<file path="src/pkg/tls_regs.svh">
// Constants of the torque limit selector: field values, reset values and scaling.
// Assumes torque is carried in tenths of a percent of motor rated torque.
// Summary of operation
// RULE1: Limiting acts only while open-loop vector control is selected; otherwise torque passes.
// RULE2: The computed torque is clamped so its magnitude never exceeds the effective limit.
// RULE3: Each parameter limit is held in percent of rated torque, 0 to 300, resetting to 200.
// RULE4: Four parameter limits are chosen by quadrant from torque sign and rotation direction.
// RULE5: Analog function codes 10, 11, 12 and 15 select positive, negative, regen and both roles.
// RULE6: The analog input spans 4 to 20 mA, and full scale means 100 percent of rated torque.
// RULE7: The analog limit is multiplied by the gain, so 150.0 percent gives 150 percent at full scale.
// RULE8: The effective limit is the least of parameter, analog and duty-rating ceiling of 150 or 120.
// RULE9: A positive-role analog limit applies whenever torque is positive, regenerating or not.
// RULE10: While the clamp acts, speed control and speed compensation are suspended.
// RULE11: With no torque role selected the analog limit is absent from the minimum.
`ifndef TLS_REGS_SVH
`define TLS_REGS_SVH

`define TLS_CM_VF        2'h0
`define TLS_CM_VF_PG     2'h1
`define TLS_CM_OLV       2'h2

`define TLS_PCT_MAX      9'h12c
`define TLS_PCT_DFLT     9'h0c8

`define TLS_AI_FN_POS    5'h0a
`define TLS_AI_FN_NEG    5'h0b
`define TLS_AI_FN_REGEN  5'h0c
`define TLS_AI_FN_BOTH   5'h0f

// Analog code: 5 uA per count, so 4 mA is 800 and 20 mA is 4000 counts
`define TLS_AI_4MA       12'h320
`define TLS_AI_SPAN      12'hc80
`define TLS_GAIN_DFLT    14'h03e8

`define TLS_DUTY_HEAVY   1'h0
`define TLS_CEIL_HEAVY   11'h5dc
`define TLS_CEIL_LIGHT   11'h4b0
`define TLS_RATIO_UNITY  8'h64

`endif

</file>
<file path="src/pkg/tls_pkg.sv">
// Types shared by the torque limit selector modules.
// Assumes tls_regs.svh supplies the numeric constants.
package tls_pkg;
  typedef logic signed [15:0] tls_trq_t;
  typedef logic [13:0]        tls_lim_t;
  typedef logic [8:0]         tls_pct_t;
  typedef enum logic [1:0] {
    TLS_Q_FWD_DRIVE,
    TLS_Q_REV_DRIVE,
    TLS_Q_FWD_REGEN,
    TLS_Q_REV_REGEN
  } tls_quad_t;
  typedef enum logic [1:0] {
    TLS_SRC_NONE,
    TLS_SRC_PARAM,
    TLS_SRC_ANALOG,
    TLS_SRC_CEIL
  } tls_src_t;
endpackage : tls_pkg

</file>
<file path="src/pkg/tls_lim_if.sv">
// Carrier between the selector top and its quadrant and analog helpers.
// Assumes one clock domain; all members are combinational.
`timescale 1ns/1ps
`default_nettype none
interface tls_lim_if #(parameter int ADC_W = 12);
  import tls_pkg::*;
  tls_trq_t           torque_ref;
  logic               motor_fwd;
  tls_quad_t          quadrant;
  logic               trq_positive;
  logic               regen;
  logic [ADC_W-1:0]   analog_code;
  logic [13:0]        analog_gain;
  tls_lim_t           analog_limit;
  modport quad  (input torque_ref, motor_fwd, output quadrant, trq_positive, regen);
  modport scale (input analog_code, analog_gain, output analog_limit);
  modport top   (output torque_ref, motor_fwd, analog_code, analog_gain,
                 input quadrant, trq_positive, regen, analog_limit);
endinterface : tls_lim_if
`default_nettype wire

</file>
<file path="src/rtl/tls_quadrant_sel.sv">
// Operating quadrant decode from torque sign and rotation direction.
// Assumes zero torque counts as positive torque.
`timescale 1ns/1ps
`default_nettype none
module tls_quadrant_sel
  import tls_pkg::*;
(
  tls_lim_if.quad lif
);
  wire pos_w;
  wire regen_w;

  assign pos_w            = ~lif.torque_ref[15];
  // Torque opposing rotation returns energy to the drive
  assign regen_w          = pos_w ^ lif.motor_fwd; // RULE4
  assign lif.trq_positive = pos_w;
  assign lif.regen        = regen_w;
  assign lif.quadrant     = pos_w ? (lif.motor_fwd ? TLS_Q_FWD_DRIVE : TLS_Q_REV_REGEN)
                                  : (lif.motor_fwd ? TLS_Q_FWD_REGEN : TLS_Q_REV_DRIVE); // RULE4
endmodule : tls_quadrant_sel
`default_nettype wire

</file>
<file path="src/rtl/tls_analog_scale.sv">
// Scales the synchronised analog code into a torque limit in tenths of a percent.
// Assumes the code is already synchronised; below 4 mA the limit is zero.
`timescale 1ns/1ps
`include "tls_regs.svh"
`default_nettype none
module tls_analog_scale
  import tls_pkg::*;
#(
  parameter int ADC_W = 12
)(
  tls_lim_if.scale lif
);
  localparam int PW = ADC_W + 14;

  wire [ADC_W-1:0] base_w = ADC_W'(`TLS_AI_4MA);
  wire             above_w;
  wire [ADC_W-1:0] diff_w;
  wire [PW-1:0]    prod_w;
  wire [PW-1:0]    quo_w;

  assign above_w = lif.analog_code > base_w; // RULE6
  assign diff_w  = above_w ? ADC_W'(lif.analog_code - base_w) : '0;
  // Span of 3200 counts times gain in tenths of percent lands directly in tenths
  assign prod_w  = PW'(diff_w) * PW'(lif.analog_gain); // RULE7
  assign quo_w   = prod_w / PW'(`TLS_AI_SPAN); // RULE6
  assign lif.analog_limit = (quo_w > PW'(14'h3fff)) ? 14'h3fff : quo_w[13:0];
endmodule : tls_analog_scale
`default_nettype wire

</file>
<file path="src/rtl/tls_top.sv">
// Torque limit selector: under open-loop vector control, clamps the drive's torque reference to the least of the
// quadrant parameter limit, the optional analog limit and the duty-rating ceiling.
// Assumes torque_ref and settings come from logic on sys_clk; the analog code is
// from a converter in another domain and is synchronised here.
`timescale 1ns/1ps
`include "tls_regs.svh"
`default_nettype none
module tls_top
  import tls_pkg::*;
#(
  parameter int ADC_W = 12
)(
  input  wire logic             sys_clk,
  input  wire logic             rst,
  input  wire logic [1:0]       control_method,
  input  wire tls_trq_t         torque_ref,
  input  wire logic             motor_fwd,
  input  wire logic             limit_wr_en,
  input  wire logic [1:0]       limit_wr_idx,
  input  wire logic [8:0]       limit_wr_pct,
  input  wire logic             factory_init,
  input  wire logic [4:0]       aux_analog_function_select,
  input  wire logic [13:0]      aux_analog_gain,
  input  wire logic [ADC_W-1:0] aux_analog_input,
  input  wire logic             duty_rating_select,
  input  wire logic [7:0]       drive_rating_ratio,
  output var  tls_trq_t         torque_out,
  output logic                  torque_limit_active,
  output logic                  speed_ctrl_hold,
  output var  tls_lim_t         effective_limit,
  output var  tls_quad_t        active_quadrant,
  output var  tls_src_t         limit_source,
  output logic                  analog_limit_used,
  output logic                  setting_clamped,
  output logic [8:0]            quadrant_limit_pct
);

  if (ADC_W < 12) begin : g_chk_adc
    $error("ADC_W must reach the 20 mA code of 4000");
  end

  function automatic logic lt14(input tls_lim_t a, input tls_lim_t b);
    lt14 = a < b;
  endfunction : lt14

  function automatic logic [8:0] sat_pct(input logic [8:0] p);
    sat_pct = (p > `TLS_PCT_MAX) ? `TLS_PCT_MAX : p;
  endfunction : sat_pct

  tls_lim_if #(.ADC_W(ADC_W)) lif ();

  // Analog code crosses from the converter domain
  logic [ADC_W-1:0] ai_meta_ff;
  logic [ADC_W-1:0] ai_sync_ff;

  always_ff @(posedge sys_clk) begin
    if (rst) begin
      ai_meta_ff <= '0;
      ai_sync_ff <= '0;
    end else begin
      ai_meta_ff <= aux_analog_input;
      ai_sync_ff <= ai_meta_ff;
    end
  end

  assign lif.torque_ref  = torque_ref;
  assign lif.motor_fwd   = motor_fwd;
  assign lif.analog_code = ai_sync_ff;
  assign lif.analog_gain = aux_analog_gain;

  tls_quadrant_sel u_quad (
    .lif (lif.quad)
  );

  tls_analog_scale #(.ADC_W(ADC_W)) u_scale (
    .lif (lif.scale)
  );

  // Four quadrant limits, indexed in quadrant order
  logic [8:0] lim_pct_ff [4];
  logic       setting_clamped_ff;

  for (genvar g = 0; g < 4; g++) begin : g_lim
    wire hit_w = limit_wr_en && (limit_wr_idx == 2'(g));
    always_ff @(posedge sys_clk) begin
      if (rst || factory_init) begin
        lim_pct_ff[g] <= `TLS_PCT_DFLT; // RULE3
      end else if (hit_w) begin
        lim_pct_ff[g] <= sat_pct(limit_wr_pct); // RULE3
      end
    end
  end

  wire wr_over_w = limit_wr_en && (limit_wr_pct > `TLS_PCT_MAX);

  // Flag shows whether the most recent write was out of range
  always_ff @(posedge sys_clk) begin
    if (rst || factory_init) begin
      setting_clamped_ff <= 1'b0;
    end else if (limit_wr_en) begin
      setting_clamped_ff <= wr_over_w; // RULE3
    end
  end

  // Parameter limit for the present quadrant, scaled to tenths
  wire [8:0]  qpct_w;
  wire [13:0] par_lim_w;

  assign qpct_w    = lim_pct_ff[lif.quadrant]; // RULE4
  assign par_lim_w = {2'b00, qpct_w, 3'b000} + {4'h0, qpct_w, 1'b0};

  // Analog role decode
  wire role_pos_w;
  wire role_neg_w;
  wire role_regen_w;
  wire role_both_w;
  wire role_any_w;
  wire ana_apply_w;

  assign role_pos_w   = aux_analog_function_select == `TLS_AI_FN_POS; // RULE5
  assign role_neg_w   = aux_analog_function_select == `TLS_AI_FN_NEG; // RULE5
  assign role_regen_w = aux_analog_function_select == `TLS_AI_FN_REGEN; // RULE5
  assign role_both_w  = aux_analog_function_select == `TLS_AI_FN_BOTH; // RULE5
  assign role_any_w   = role_pos_w | role_neg_w | role_regen_w | role_both_w;
  // Positive role keys on torque sign only, so it also covers regeneration
  assign ana_apply_w  = (role_pos_w & lif.trq_positive) // RULE9
                      | (role_neg_w & ~lif.trq_positive)
                      | (role_regen_w & lif.regen)
                      | role_both_w; // RULE11

  // Duty-rating ceiling scaled by drive rating against motor rating
  wire [10:0] ceil_base_w;
  wire [18:0] ceil_prod_w;
  wire [18:0] ceil_quo_w;
  wire [13:0] ceil_lim_w;

  assign ceil_base_w = (duty_rating_select == `TLS_DUTY_HEAVY) ? `TLS_CEIL_HEAVY
                                                              : `TLS_CEIL_LIGHT; // RULE8
  assign ceil_prod_w = 19'(ceil_base_w) * 19'(drive_rating_ratio);
  assign ceil_quo_w  = ceil_prod_w / 19'(`TLS_RATIO_UNITY);
  assign ceil_lim_w  = (ceil_quo_w > 19'h03fff) ? 14'h3fff : ceil_quo_w[13:0];

  // Minimum of the three candidates, remembering which one won
  wire        ceil_wins_w;
  wire [13:0] pc_lim_w;
  wire        ana_wins_w;
  wire [13:0] eff_lim_w;
  tls_src_t   src_w;

  assign ceil_wins_w = lt14(ceil_lim_w, par_lim_w); // RULE8
  assign pc_lim_w    = ceil_wins_w ? ceil_lim_w : par_lim_w;
  assign ana_wins_w  = ana_apply_w && lt14(lif.analog_limit, pc_lim_w); // RULE8
  assign eff_lim_w   = ana_wins_w ? lif.analog_limit : pc_lim_w;
  assign src_w       = ana_wins_w ? TLS_SRC_ANALOG
                     : (ceil_wins_w ? TLS_SRC_CEIL : TLS_SRC_PARAM);

  // Magnitude of the reference, one bit wider so full negative scale survives
  wire        olv_w;
  wire [16:0] ref_ext_w;
  wire [16:0] ref_abs_w;
  wire        over_w;
  wire        clamp_w;
  wire [15:0] eff16_w;
  tls_trq_t   clamped_w;
  tls_trq_t   nxt_torque;

  assign olv_w     = control_method == `TLS_CM_OLV; // RULE1
  assign ref_ext_w = {torque_ref[15], torque_ref};
  assign ref_abs_w = lif.trq_positive ? ref_ext_w : 17'h00000 - ref_ext_w;
  assign over_w    = ref_abs_w > {3'b000, eff_lim_w}; // RULE2
  assign clamp_w   = olv_w && over_w; // RULE1
  assign eff16_w   = {2'b00, eff_lim_w};
  assign clamped_w = lif.trq_positive ? eff16_w : 16'h0000 - eff16_w; // RULE2
  assign nxt_torque = clamp_w ? clamped_w : torque_ref; // RULE2

  tls_trq_t  torque_out_ff;
  logic      limit_active_ff;
  logic      speed_hold_ff;
  tls_lim_t  eff_limit_ff;
  tls_quad_t quad_ff;
  tls_src_t  src_ff;
  logic      ana_used_ff;
  logic [8:0] qpct_ff;

  always_ff @(posedge sys_clk) begin
    if (rst) begin
      torque_out_ff   <= 16'h0000;
      limit_active_ff <= 1'b0;
      speed_hold_ff   <= 1'b0;
    end else begin
      torque_out_ff   <= nxt_torque; // RULE2
      limit_active_ff <= clamp_w;
      speed_hold_ff   <= clamp_w; // RULE10
    end
  end

  // Source shows none and analog use clears outside open-loop vector; effective limit and quadrant keep updating
  always_ff @(posedge sys_clk) begin
    if (rst) begin
      eff_limit_ff <= 14'h0000;
      quad_ff      <= TLS_Q_FWD_DRIVE;
      src_ff       <= TLS_SRC_NONE;
      ana_used_ff  <= 1'b0;
      qpct_ff      <= `TLS_PCT_DFLT;
    end else begin
      eff_limit_ff <= eff_lim_w;
      quad_ff      <= lif.quadrant;
      src_ff       <= olv_w ? src_w : TLS_SRC_NONE; // RULE1
      ana_used_ff  <= olv_w && ana_wins_w; // RULE11
      qpct_ff      <= qpct_w;
    end
  end

  assign torque_out          = torque_out_ff;
  assign torque_limit_active = limit_active_ff;
  assign speed_ctrl_hold     = speed_hold_ff;
  assign effective_limit     = eff_limit_ff;
  assign active_quadrant     = quad_ff;
  assign limit_source        = src_ff;
  assign analog_limit_used   = ana_used_ff;
  assign setting_clamped     = setting_clamped_ff;
  assign quadrant_limit_pct  = qpct_ff;

endmodule : tls_top
`default_nettype wire

</file>
<file path="config.mk">
export PLATFORM = sky130hd
export DESIGN_NAME = tls_top
export DESIGN_NICKNAME = d
export VERILOG_FILES = /design/src/pkg/tls_pkg.sv /design/src/pkg/tls_lim_if.sv /design/src/rtl/tls_quadrant_sel.sv /design/src/rtl/tls_analog_scale.sv /design/src/rtl/tls_top.sv
export VERILOG_INCLUDE_DIRS = /design/src /design/src/pkg
export SDC_FILE = /design/constraint.sdc
export NUM_CORES = 1
export LEC_CHECK = 0
export BUFFER_PORTS_ARGS = -buffer_cell sky130_fd_sc_hd__buf_2
export CAP_MARGIN = 10
export CORE_MARGIN = 8
export CORE_UTILIZATION = 45
export CTS_CLUSTER_DIAMETER = 60
export DETAILED_ROUTE_END_ITERATION = 10
export PLACE_DENSITY = 0.72
export SYNTH_ARGS = -nofsm -noshare
export SYNTH_HDL_FRONTEND = slang
export SYNTH_SLANG_ARGS = --single-unit
</file>
<file path="constraint.sdc">
create_clock -name sys_clk -period 32.9 [get_ports sys_clk]
set_clock_uncertainty 0.15 [all_clocks]
set_input_delay 6.58 -clock sys_clk [delete_from_list [all_inputs] [get_ports sys_clk]]
set_output_delay 6.58 -clock sys_clk [all_outputs]
set_load 0.1 [all_outputs]
</file>
==> flow_summary.ini, run 1 <==
[run_status]
outcome = complete, no violations

[grt]
grt_antenna_before_repair = 1
use_met1 = 0.281
met3_usage = 0.0206
grt_pass1_wl_um = 91700
grt_start_max_net_pins = 68
grt_use_met2 = 0.366
grt_overflow = 0
vias_in_the_first_global_route = 18400
global_route.usage.total = 0.214
global_route.peak_usage_layer = met2

[logic_synthesis]
most_instantiated_library_cell_after_synthesis = nand2_1
synth_warnings = 0
synthesized_flop_and_latch_total = 106
yosysSeqAreaShare = 0.125
synth_area_mm2 = 0.0199
synth_cell_type_count = 133
mappedNetlistNets = 2875
synth-edff-count = 36
synthTopCellsByArea = fa_1 15%, ha_1 10%, dfxtp_1 7.0%, edfxtp_1 5.4%, nand2_1 5.1%
postSynthAreaPerCell_um2 = 8.00
syn_inst = 2488
netlist_top_cells_count = 271 x nand2_1, 230 x inv_1, 186 x nor2_1
synth_top_flop_cell = dfxtp_1
yosysTopAreaCell = fa_1
netlist.area_leader.share = 0.155
synth-async-reset-ratio = 0

[hold_path]
hold_path.class = flip-flop to flip-flop
hold_path.startpoint = ai_meta_ff[5]$_SDFF_PP0_
terminating_pin_of_the_worst_hold_path = ai_sync_ff[5]$_SDFF_PP0_
hold_path_depth = 1

[die]
row_count = 77
ports_placed_on_the_boundary = 121
initial_core_util = 0.453
die_width_um = 226
die_area_mm2 = 0.0512
die_h_um = 226
core-area_mm2 = 0.0439

[sta]
slew-limit-headroom = 0.234
final_period_minus_worst_setup_slack_ns = 26.37
setup_viol = 0
final.period_utilization = 0.801
fin_tns_setup_ns = 0
fin_ws_ns = 6.53
maxSlewViolCount = 0
holdWs_ns = 0.293
report.final.hold_viol_count = 0
worst_slew_pin_slew_ns = 1.15
fmax_mhz = 37.9
grt_setup_unrepaired = false

[layout]
seqCellArea_mm2 = 0.00248
n_antenna_cell = 0
multi_input_comb_area_mm2 = 0.0161
finalInstanceArea_mm2 = 0.0212
nFillCells = 4284
fin_nets = 2920
areaGrowthSynthToFinish_pct = 6.68
drive_gt1_frac = 0.104

[clock_tree]
post_cts.resized_instances = 0
cts-root-to-sink-buffers = 2
root_buffer = clkbuf_16
post-cts-setup-buffers = 0
clkTransAtPathRegs_ns = 0.08
cts_hold_buffers = 0
cts_buffers = 9
clk_latency_ns = 0.38
tritoncts = done
cts-htree-levels = 3
cts_num_sinks = 106

[worst_setup_path]
worst_r2r_path_depth = 76
r2r_start = ai_sync_ff[1]$_SDFF_PP0_
critical_path_arrival_ns = 26.48
setup_cp_type = input port to flip-flop
start_kind = input port
r2r_end = torque_out[12]$_SDFF_PP0_
ff2ff_setup_slack_ns = 11.22
crit_path_end_kind = flip-flop
worst_path_largest_cell_delay_ns = 0.91
slowest_stage = nor4bb_1
critPathMaxFanout = 32
cp.required_ns = 33.02

[drt]
antenna_left = 0
first_pass_iteration_count_of_the_detailed_router = 6
drt-wirelength-per-cell_um = 17.8
post_drt_via_cell_ratio = 6.03
dr.first_iter.drc_count = 1541
totalWireLength_um = 55600
post-route-drc-count = 0
total_vias_in_the_final_route = 18900

[run]
drv_cap = 0

[place]
dpl.hpwl_um = 45100
globalplace.congestion = 0.957
pre_cts_slack_ns = 6.47
port-buffer-count = 120
post_dp_cell_area_mm2 = 0.0209
critical path: cells and delay by family:
family,cells,cell delay (ns)
AND/OR/NAND/NOR,16,5.05
adder cells (fa/ha/maj),8,3.13
XOR/XNOR,2,1.19
multiplexers,3,1.30
buffers and inverters,4,0.54
AO/OA/AOI/OAI,30,8.62
flip-flops by register name (all words and copies together) (netlist names):
register,count
analog_limit_used,1
ai_meta_ff,12
setting_clamped,1
quadrant_limit_pct,9
limit_source,2
ai_sync_ff,12
speed_ctrl_hold,1
torque_out,16
effective_limit,14
lim_pct_ff,36
active_quadrant,2
per-stage QoR:
stage | utilization | instances
floorplan | - | 2488
global placement | 0.476 | 3114
detailed placement | 0.476 | 3114
CTS | 0.483 | 3130
global route | 0.483 | 3130
finish | 0.483 | 3130
how the worst max path moves through the flow:
stage,to,start
floorplan,torque_out[0]$_SDFF_PP0_,aux_analog_gain[11]
global placement,torque_out[12]$_SDFF_PP0_,drive_rating_ratio[7]
detailed placement,torque_out[12]$_SDFF_PP0_,duty_rating_select
CTS,torque_out[12]$_SDFF_PP0_,duty_rating_select
global route,torque_out[12]$_SDFF_PP0_,duty_rating_select
finish,torque_out[12]$_SDFF_PP0_,duty_rating_select
cell type report:
type,count,share of cell area
clock buffer,9,0.0106
clock inverter,7,0.00430
inverter,233,0.0412
multi-input combinational,2044,0.757
sequential,106,0.117
tap,592,0.0349
timing repair buffer,139,0.0350
per-layer routing:
metal	share of wire	routed length (um)
met5	0.00023	13
met4	0.024	1330
met3	0.059	3300
met2	0.48	26800
met1	0.43	24200
kinds of logic after synthesis:
family	synth area share
adder cells (fa/ha/maj)	0.258
XOR/XNOR	0.0442
other	0.000377
flip-flops	0.125
AND/OR/NAND/NOR	0.231
multiplexers	0.0364
AO/OA/AOI/OAI	0.237
buffers and inverters	0.0676
cells in the final DEF (no fill, tap or decap), drive strengths merged, types with 14 or more instances in the layout:
| cell | Yosys | final |
|---|---|---|
| nand2 | 271 | 271 |
| inv | 232 | 235 |
| nor2 | 188 | 188 |
| ha | 159 | 159 |
| fa | 154 | 154 |
| buf | 28 | 139 |
| a21oi | 134 | 134 |
| o21ai | 109 | 109 |
| and2 | 89 | 89 |
| nor3 | 76 | 76 |
| xnor2 | 72 | 72 |
| dfxtp | 70 | 70 |
| nand3 | 68 | 68 |
| nor2b | 58 | 58 |
| a21o | 43 | 43 |
| mux2i | 39 | 39 |
| a211oi | 38 | 38 |
| edfxtp | 36 | 36 |
| o211ai | 33 | 33 |
| a31oi | 30 | 30 |
| nand2b | 29 | 29 |
| and3 | 27 | 27 |
| xor2 | 26 | 26 |
| nand4 | 24 | 24 |
| or2 | 24 | 24 |
| or3 | 23 | 23 |
| o21a | 19 | 19 |
| nor4 | 19 | 19 |
| a211o | 18 | 18 |
| o31ai | 16 | 16 |
| o22ai | 15 | 15 |
| a311oi | 14 | 14 |
Power of run 1 is left out: the tool's default activity adds up to more than one toggle a clock period on the data nets, which glitch-free logic cannot reach.
==> run 2, diff against run 1 <==
--- a/config.mk
+++ b/config.mk
@@ -12,7 +12,7 @@
 export CORE_UTILIZATION = 45
 export CTS_CLUSTER_DIAMETER = 60
 export DETAILED_ROUTE_END_ITERATION = 10
-export PLACE_DENSITY = 0.72
+export PLACE_DENSITY = 0.74
 export SYNTH_ARGS = -nofsm -noshare
 export SYNTH_HDL_FRONTEND = slang
 export SYNTH_SLANG_ARGS = --single-unit
==> constraint.sdc (replaced) <==
create_clock -name sys_clk -period 21.7 [get_ports sys_clk]
set_clock_uncertainty 0.15 [all_clocks]
set_input_delay 4.34 -clock sys_clk [delete_from_list [all_inputs] [get_ports sys_clk]]
set_output_delay 4.34 -clock sys_clk [all_outputs]
set_load 0.1 [all_outputs]
==> run 2 against run 1 <==
Effect of this change:
- flip-flop and latch count stayed put
- worst hold slack worse by 0.0071 ns
- via count is 3.6% higher
- critical endpoint unchanged
==> flow_summary.ini, run 2 (synthesized netlist as in run 1, its figures left out) <==
[layout]
finish.utilization = 0.515
seqCellArea_mm2 = 0.00248
nFillCells = 4242
drive_gt1_frac = 0.169
instances_no_fill = 3221
finalInstanceArea_mm2 = 0.0226
commonest_non_fill_non_tap_cell_in_the_layout = nand2_1
fin_nets = 3009
largest_reg_flops = 36
max_flop_register = lim_pct_ff
areaGrowthSynthToFinish_pct = 13.5
multi_input_comb_area_mm2 = 0.0168
final_cell_mix = 268 x nand2_1, 230 x inv_1, 184 x nor2_1

[drt]
first_pass_iteration_count_of_the_detailed_router = 9
post-route-drc-count = 0
post_drt_via_cell_ratio = 6.07
dr.first_iter.drc_count = 1665
totalWireLength_um = 59200
antenna_left = 0
total_vias_in_the_final_route = 19600
drt-wirelength-per-cell_um = 18.4

[grt]
grt_pass1_wl_um = 95600
global_route.usage.total = 0.223
vias_in_the_first_global_route = 19200
grt_antenna_before_repair = 2
grt_overflow = 0
grt_start_max_net_pins = 68

[sta]
slew-limit-headroom = 0.214
worst_slew_pin_slew_ns = 1.18
setup_viol = 0
fmax_mhz = 47.8
final_period_minus_worst_setup_slack_ns = 20.91
maxSlewViolCount = 0
report.final.hold_viol_count = 0
final.period_utilization = 0.964
fin_tns_setup_ns = 0

[hold_path]
hold_path.class = flip-flop to flip-flop
terminating_pin_of_the_worst_hold_path = ai_sync_ff[7]$_SDFF_PP0_
hold_path_depth = 1
hold_path.startpoint = ai_meta_ff[7]$_SDFF_PP0_

[place]
placedCellCount = 3181
globalplace.congestion = 0.937
port-buffer-count = 120
dpl.hpwl_um = 46900
post_dp_cell_area_mm2 = 0.0214

[die]
die_area_mm2 = 0.0512
core-area_mm2 = 0.0439
row_count = 77
die_h_um = 226
die_width_um = 226
ports_placed_on_the_boundary = 121
initial_core_util = 0.453

[worst_setup_path]
ff2ff_setup_slack_ns = 2.51
cp_common_cell = fa_1
start_kind = input port
worst_path_largest_cell_delay_ns = 0.56
setup_cp_type = input port to flip-flop
worst_r2r_path_depth = 78
cp.required_ns = 21.81
r2r_start = ai_sync_ff[0]$_SDFF_PP0_
r2r_end = torque_out[12]$_SDFF_PP0_
slowest_stage = fa_1
critPathMaxFanout = 12
crit_path_end_kind = flip-flop
critical_path_arrival_ns = 21.02
worst_path_dominant_cell_family = compound AO/OA/AOI/OAI gates
path_buf_inv = 9

[clock_tree]
cts_num_sinks = 106
cts_hold_buffers = 0
clk_latency_ns = 0.38
cts-htree-levels = 3
cts_buffers = 9
root_buffer = clkbuf_16
clkTransAtPathRegs_ns = 0.07
tritoncts = done
cts-root-to-sink-buffers = 2

[run_status]
outcome = complete, no violations

[run]
drv_cap = 0
-- run 2: cell types whose count changed in the layout (fill, tap and decap cells not counted), moves of 5 or more --
cell,change
mux2i_1,-5
nor3_2,+6
xnor2_2,+5
a211oi_1,-5
xnor2_1,-6
nor3_1,-6
buf_4,+85
a21oi_1,-7
nor2b_1,-6
o21ai_0,-7
a311oi_1,-5
-- run 2: final cells by class --
type / instances / area share
Antenna cell: 2 / 0.000221
Multi-Input combinational cell: 2045 / 0.742
Sequential cell: 106 / 0.110
Tap cell: 592 / 0.0328
Timing Repair Buffer: 227 / 0.0627
Clock buffer: 9 / 0.00996
Inverter: 233 / 0.0387
Clock inverter: 7 / 0.00415
-- run 2: worst max-delay path by stage --
stage / from / to / slack, ns / depth (start not counted)
floorplan: aux_analog_gain[11] / torque_out[0]$_SDFF_PP0_ / 0.94 / 78
finish: aux_analog_gain[8] / torque_out[12]$_SDFF_PP0_ / 0.79 / 74
global route: aux_analog_gain[5] / torque_out[12]$_SDFF_PP0_ / -0.15 / 75
detailed placement: duty_rating_select / torque_out[12]$_SDFF_PP0_ / -0.60 / 67
CTS: duty_rating_select / torque_out[12]$_SDFF_PP0_ / 0.05 / 67
global placement: drive_rating_ratio[7] / torque_out[12]$_SDFF_PP0_ / -0.28 / 67
-- run 2: through the flow --
step | setup WS, ns | hold WS (ns)
after floorplan | 0.941 | 0.264
after global placement | -0.283 | 0.279
after detailed placement | -0.599 | 0.275
after CTS | 0.0483 | 0.290
after global routing | -0.154 | 0.307
final | 0.785 | 0.286
-- run 2: what timing repair did --
action                                  CTS  global route
cloned                                    0             1
pin swaps                                 0            34
setup buffers                             0            20
gates resized for setup                   3           133
endpoints found under the setup margin   15            17
-- run 2: routing by layer --
layer / vias to the layer above / part of all wire / global-route usage
li1: 9127 / - / -
met1: 9453 / 0.41 / 0.282
met2: 829 / 0.49 / 0.389
met3: 141 / 0.068 / 0.0290
met4: 2 / 0.028 / 0.0742
met5: - / 0.00025 / 0
Power of run 2 is left out for the same reason.
==> run 3, diff against run 2 <==
--- a/config.mk
+++ b/config.mk
@@ -6,13 +6,14 @@
 export SDC_FILE = /design/constraint.sdc
 export NUM_CORES = 1
 export LEC_CHECK = 0
+export ABC_AREA = 1
 export BUFFER_PORTS_ARGS = -buffer_cell sky130_fd_sc_hd__buf_2
 export CAP_MARGIN = 10
 export CORE_MARGIN = 8
 export CORE_UTILIZATION = 45
 export CTS_CLUSTER_DIAMETER = 60
 export DETAILED_ROUTE_END_ITERATION = 10
-export PLACE_DENSITY = 0.74
+export PLACE_DENSITY = 0.72
 export SYNTH_ARGS = -nofsm -noshare
 export SYNTH_HDL_FRONTEND = slang
 export SYNTH_SLANG_ARGS = --single-unit
==> constraint.sdc (replaced) <==
create_clock -name sys_clk -period 23.3 [get_ports sys_clk]
set_clock_uncertainty 0.15 [all_clocks]
set_input_delay 4.66 -clock sys_clk [delete_from_list [all_inputs] [get_ports sys_clk]]
set_output_delay 4.66 -clock sys_clk [all_outputs]
set_load 0.1 [all_outputs]
==> run 3 against run 2 <==
Effect of this change:
- sequential share of layout area grew 1.6 points
- die area is 7.3% lower
- synthesized area shrank 7.9%
- first-iteration DRC count down 49%
- routed wire length down 25%
- design area is 13% lower
- global-route usage decreased by 3.7 points
- via count is 16% lower
- core utilization shrank 2.9 points
- count of clock-buffer cells in the layout grew 1
- largest cell class unchanged
- highest routed layer is now met4
==> flow_summary.ini, run 3 <==
[drt]
antenna_left = 0
first_pass_iteration_count_of_the_detailed_router = 6
post_drt_via_cell_ratio = 5.04
totalWireLength_um = 44500
post-route-drc-count = 0
drt-wirelength-per-cell_um = 13.6
total_vias_in_the_final_route = 16500
dr.first_iter.drc_count = 848

[grt]
grt_antenna_before_repair = 0
grt_pass1_wl_um = 75700
grt_overflow = 0
grt_start_max_net_pins = 59
vias_in_the_first_global_route = 16600
global_route.usage.total = 0.186

[worst_setup_path]
critPathMaxFanout = 28
worst_path_largest_cell_delay_ns = 0.53
slowest_stage = fa_1
setup_cp_type = input port to flip-flop
crit_path_end_kind = flip-flop
worst_r2r_path_depth = 105
start_kind = input port
cp.required_ns = 23.41
critical_path_arrival_ns = 20.05
cp_common_cell = nand2_1

[layout]
areaGrowthSynthToFinish_pct = 7.29
fin_nets = 3115
nFillCells = 4031
n_antenna_cell = 0
max_flop_register = lim_pct_ff
drive_gt1_frac = 0.164
finalInstanceArea_mm2 = 0.0197
largest_reg_flops = 36
final_cell_mix = 603 x nand2_1, 495 x inv_1, 266 x nor2_1
commonest_non_fill_non_tap_cell_in_the_layout = nand2_1

[die]
row_count = 74
core-area_mm2 = 0.0406
die_width_um = 218
die_area_mm2 = 0.0475
initial_core_util = 0.452
die_h_um = 218
ports_placed_on_the_boundary = 121

[sta]
maxSlewViolCount = 0
slew-limit-headroom = 0.468
fin_tns_setup_ns = 0
worst_slew_pin_slew_ns = 0.795
fmax_mhz = 50.2
final_period_minus_worst_setup_slack_ns = 19.94
grt_setup_unrepaired = false
final.period_utilization = 0.856
report.final.hold_viol_count = 0
setup_viol = 0

[clock_tree]
post-cts-setup-buffers = 0
cts-htree-levels = 3
cts_buffers = 9
cts_num_sinks = 106
cts_hold_buffers = 0
post_cts.resized_instances = 0
cts-root-to-sink-buffers = 2
root_buffer = clkbuf_16
clkTransAtPathRegs_ns = 0.07
clk_latency_ns = 0.36
tritoncts = done

[logic_synthesis]
netlist.area_leader.share = 0.168
synth-compound-area-share = 0.0698
synth-edff-count = 36
post_synth_xor_area_fraction = 0.0299
synth_warnings = 0
synth-adder-area-share = 0.277
synthesized_flop_and_latch_total = 106
most_instantiated_library_cell_after_synthesis = nand2_1
synth-async-reset-ratio = 0
synthTopCellsByArea = fa_1 17%, nand2_1 12%, ha_1 11%, inv_1 10%, dfxtp_1 7.6%
yosys.area_share.simple = 0.362
syn_inst = 2637
muxShareOfSynthArea = 0
yosysTopAreaCell = fa_1
synth_top_flop_cell = dfxtp_1
yosysSeqAreaShare = 0.135
mappedNetlistNets = 3024
postSynthAreaPerCell_um2 = 6.96
netlist_top_cells_count = 603 x nand2_1, 495 x inv_1, 266 x nor2_1
synth_area_mm2 = 0.0183
dominant_combinational_cell_family_by_area_after_synthesis = simple AND/OR/NAND/NOR gates
synth_cell_type_count = 65

[place]
port-buffer-count = 120
dpl.hpwl_um = 37800
post_dp_cell_area_mm2 = 0.0194
globalplace.congestion = 0.884

[run_status]
outcome = complete, no violations

[hold_path]
hold_path.class = flip-flop to flip-flop
hold_path_depth = 2

[run]
drv_cap = 0
-- run 3: cell count changes after synthesis, moves of 56 or more --
cell     before  now
inv_1       230  495
nand3_1      68  157
a21oi_1     124   68
nand2_2       0  116
and2_1       89    1
nand2_1     271  603
xnor2_1      72   10
nor2_1      186  266
nor2b_1      58    0
nor3_1       74   14
-- run 3: logic make-up (layout without fill, tap and decap cells) --
logic type,after synthesis,count (layout)
XOR/XNOR,61,61
flip-flops,106,106
AO/OA/AOI/OAI,222,222
other,2,2
buffers and inverters,581,677
AND/OR/NAND/NOR,1352,1352
adder cells (fa/ha/maj),313,313
-- run 3: path summary, 6_finish.rpt --
| path | to | slack [ns] | from |
|---|---|---|---|
| min reg2reg | ai_sync_ff[2]$_SDFF_PP0_ | 0.25 | ai_meta_ff[2]$_SDFF_PP0_ |
| max | torque_out[4]$_SDFF_PP0_ | 3.36 | duty_rating_select |
| min | ai_sync_ff[2]$_SDFF_PP0_ | 0.25 | ai_meta_ff[2]$_SDFF_PP0_ |
| max reg2reg | torque_out[4]$_SDFF_PP0_ | 6.26 | ai_sync_ff[5]$_SDFF_PP0_ |
-- run 3: layout make-up --
cell class | instances | area [um2] | share of cell area
clock buffer | 10 | 229 | 0.0116
clock inverter | 6 | 90.1 | 0.00458
inverter | 535 | 2020 | 0.103
multi-input combinational | 1950 | 13500 | 0.688
sequential | 106 | 2480 | 0.126
tap | 532 | 666 | 0.0338
timing repair buffer | 126 | 646 | 0.0328
-- run 3: critical path, delay by kind of cell --
kind	cells	cell delay, ns
AO/OA/AOI/OAI	23	3.90
XOR/XNOR	1	0.12
adder cells (fa/ha/maj)	7	3.00
buffers and inverters	8	1.21
AND/OR/NAND/NOR	59	7.16
-- run 3: per-stage QoR --
stage | utilization | hold slack [ns] | setup WS [ns] | instances
finish | 0.485 | 0.246 | 3.36 | 3265
CTS | 0.485 | 0.243 | 3.51 | 3265
global route | 0.485 | 0.262 | 1.87 | 3265
detailed placement | 0.477 | 0.242 | 3.16 | 3249
global placement | 0.477 | 0.249 | 3.76 | 3249
floorplan | - | 0.238 | 5.48 | 2637
-- run 3: metal layers --
layer | track usage | routed length (um) | part of all wire
met4 | 0.0428 | 998 | 0.022
met2 | 0.348 | 23000 | 0.52
met1 | 0.223 | 19100 | 0.43
met3 | 0.0229 | 1450 | 0.033
met5 | 0 | 0 | 0
Power of run 3 is left out for the same reason.
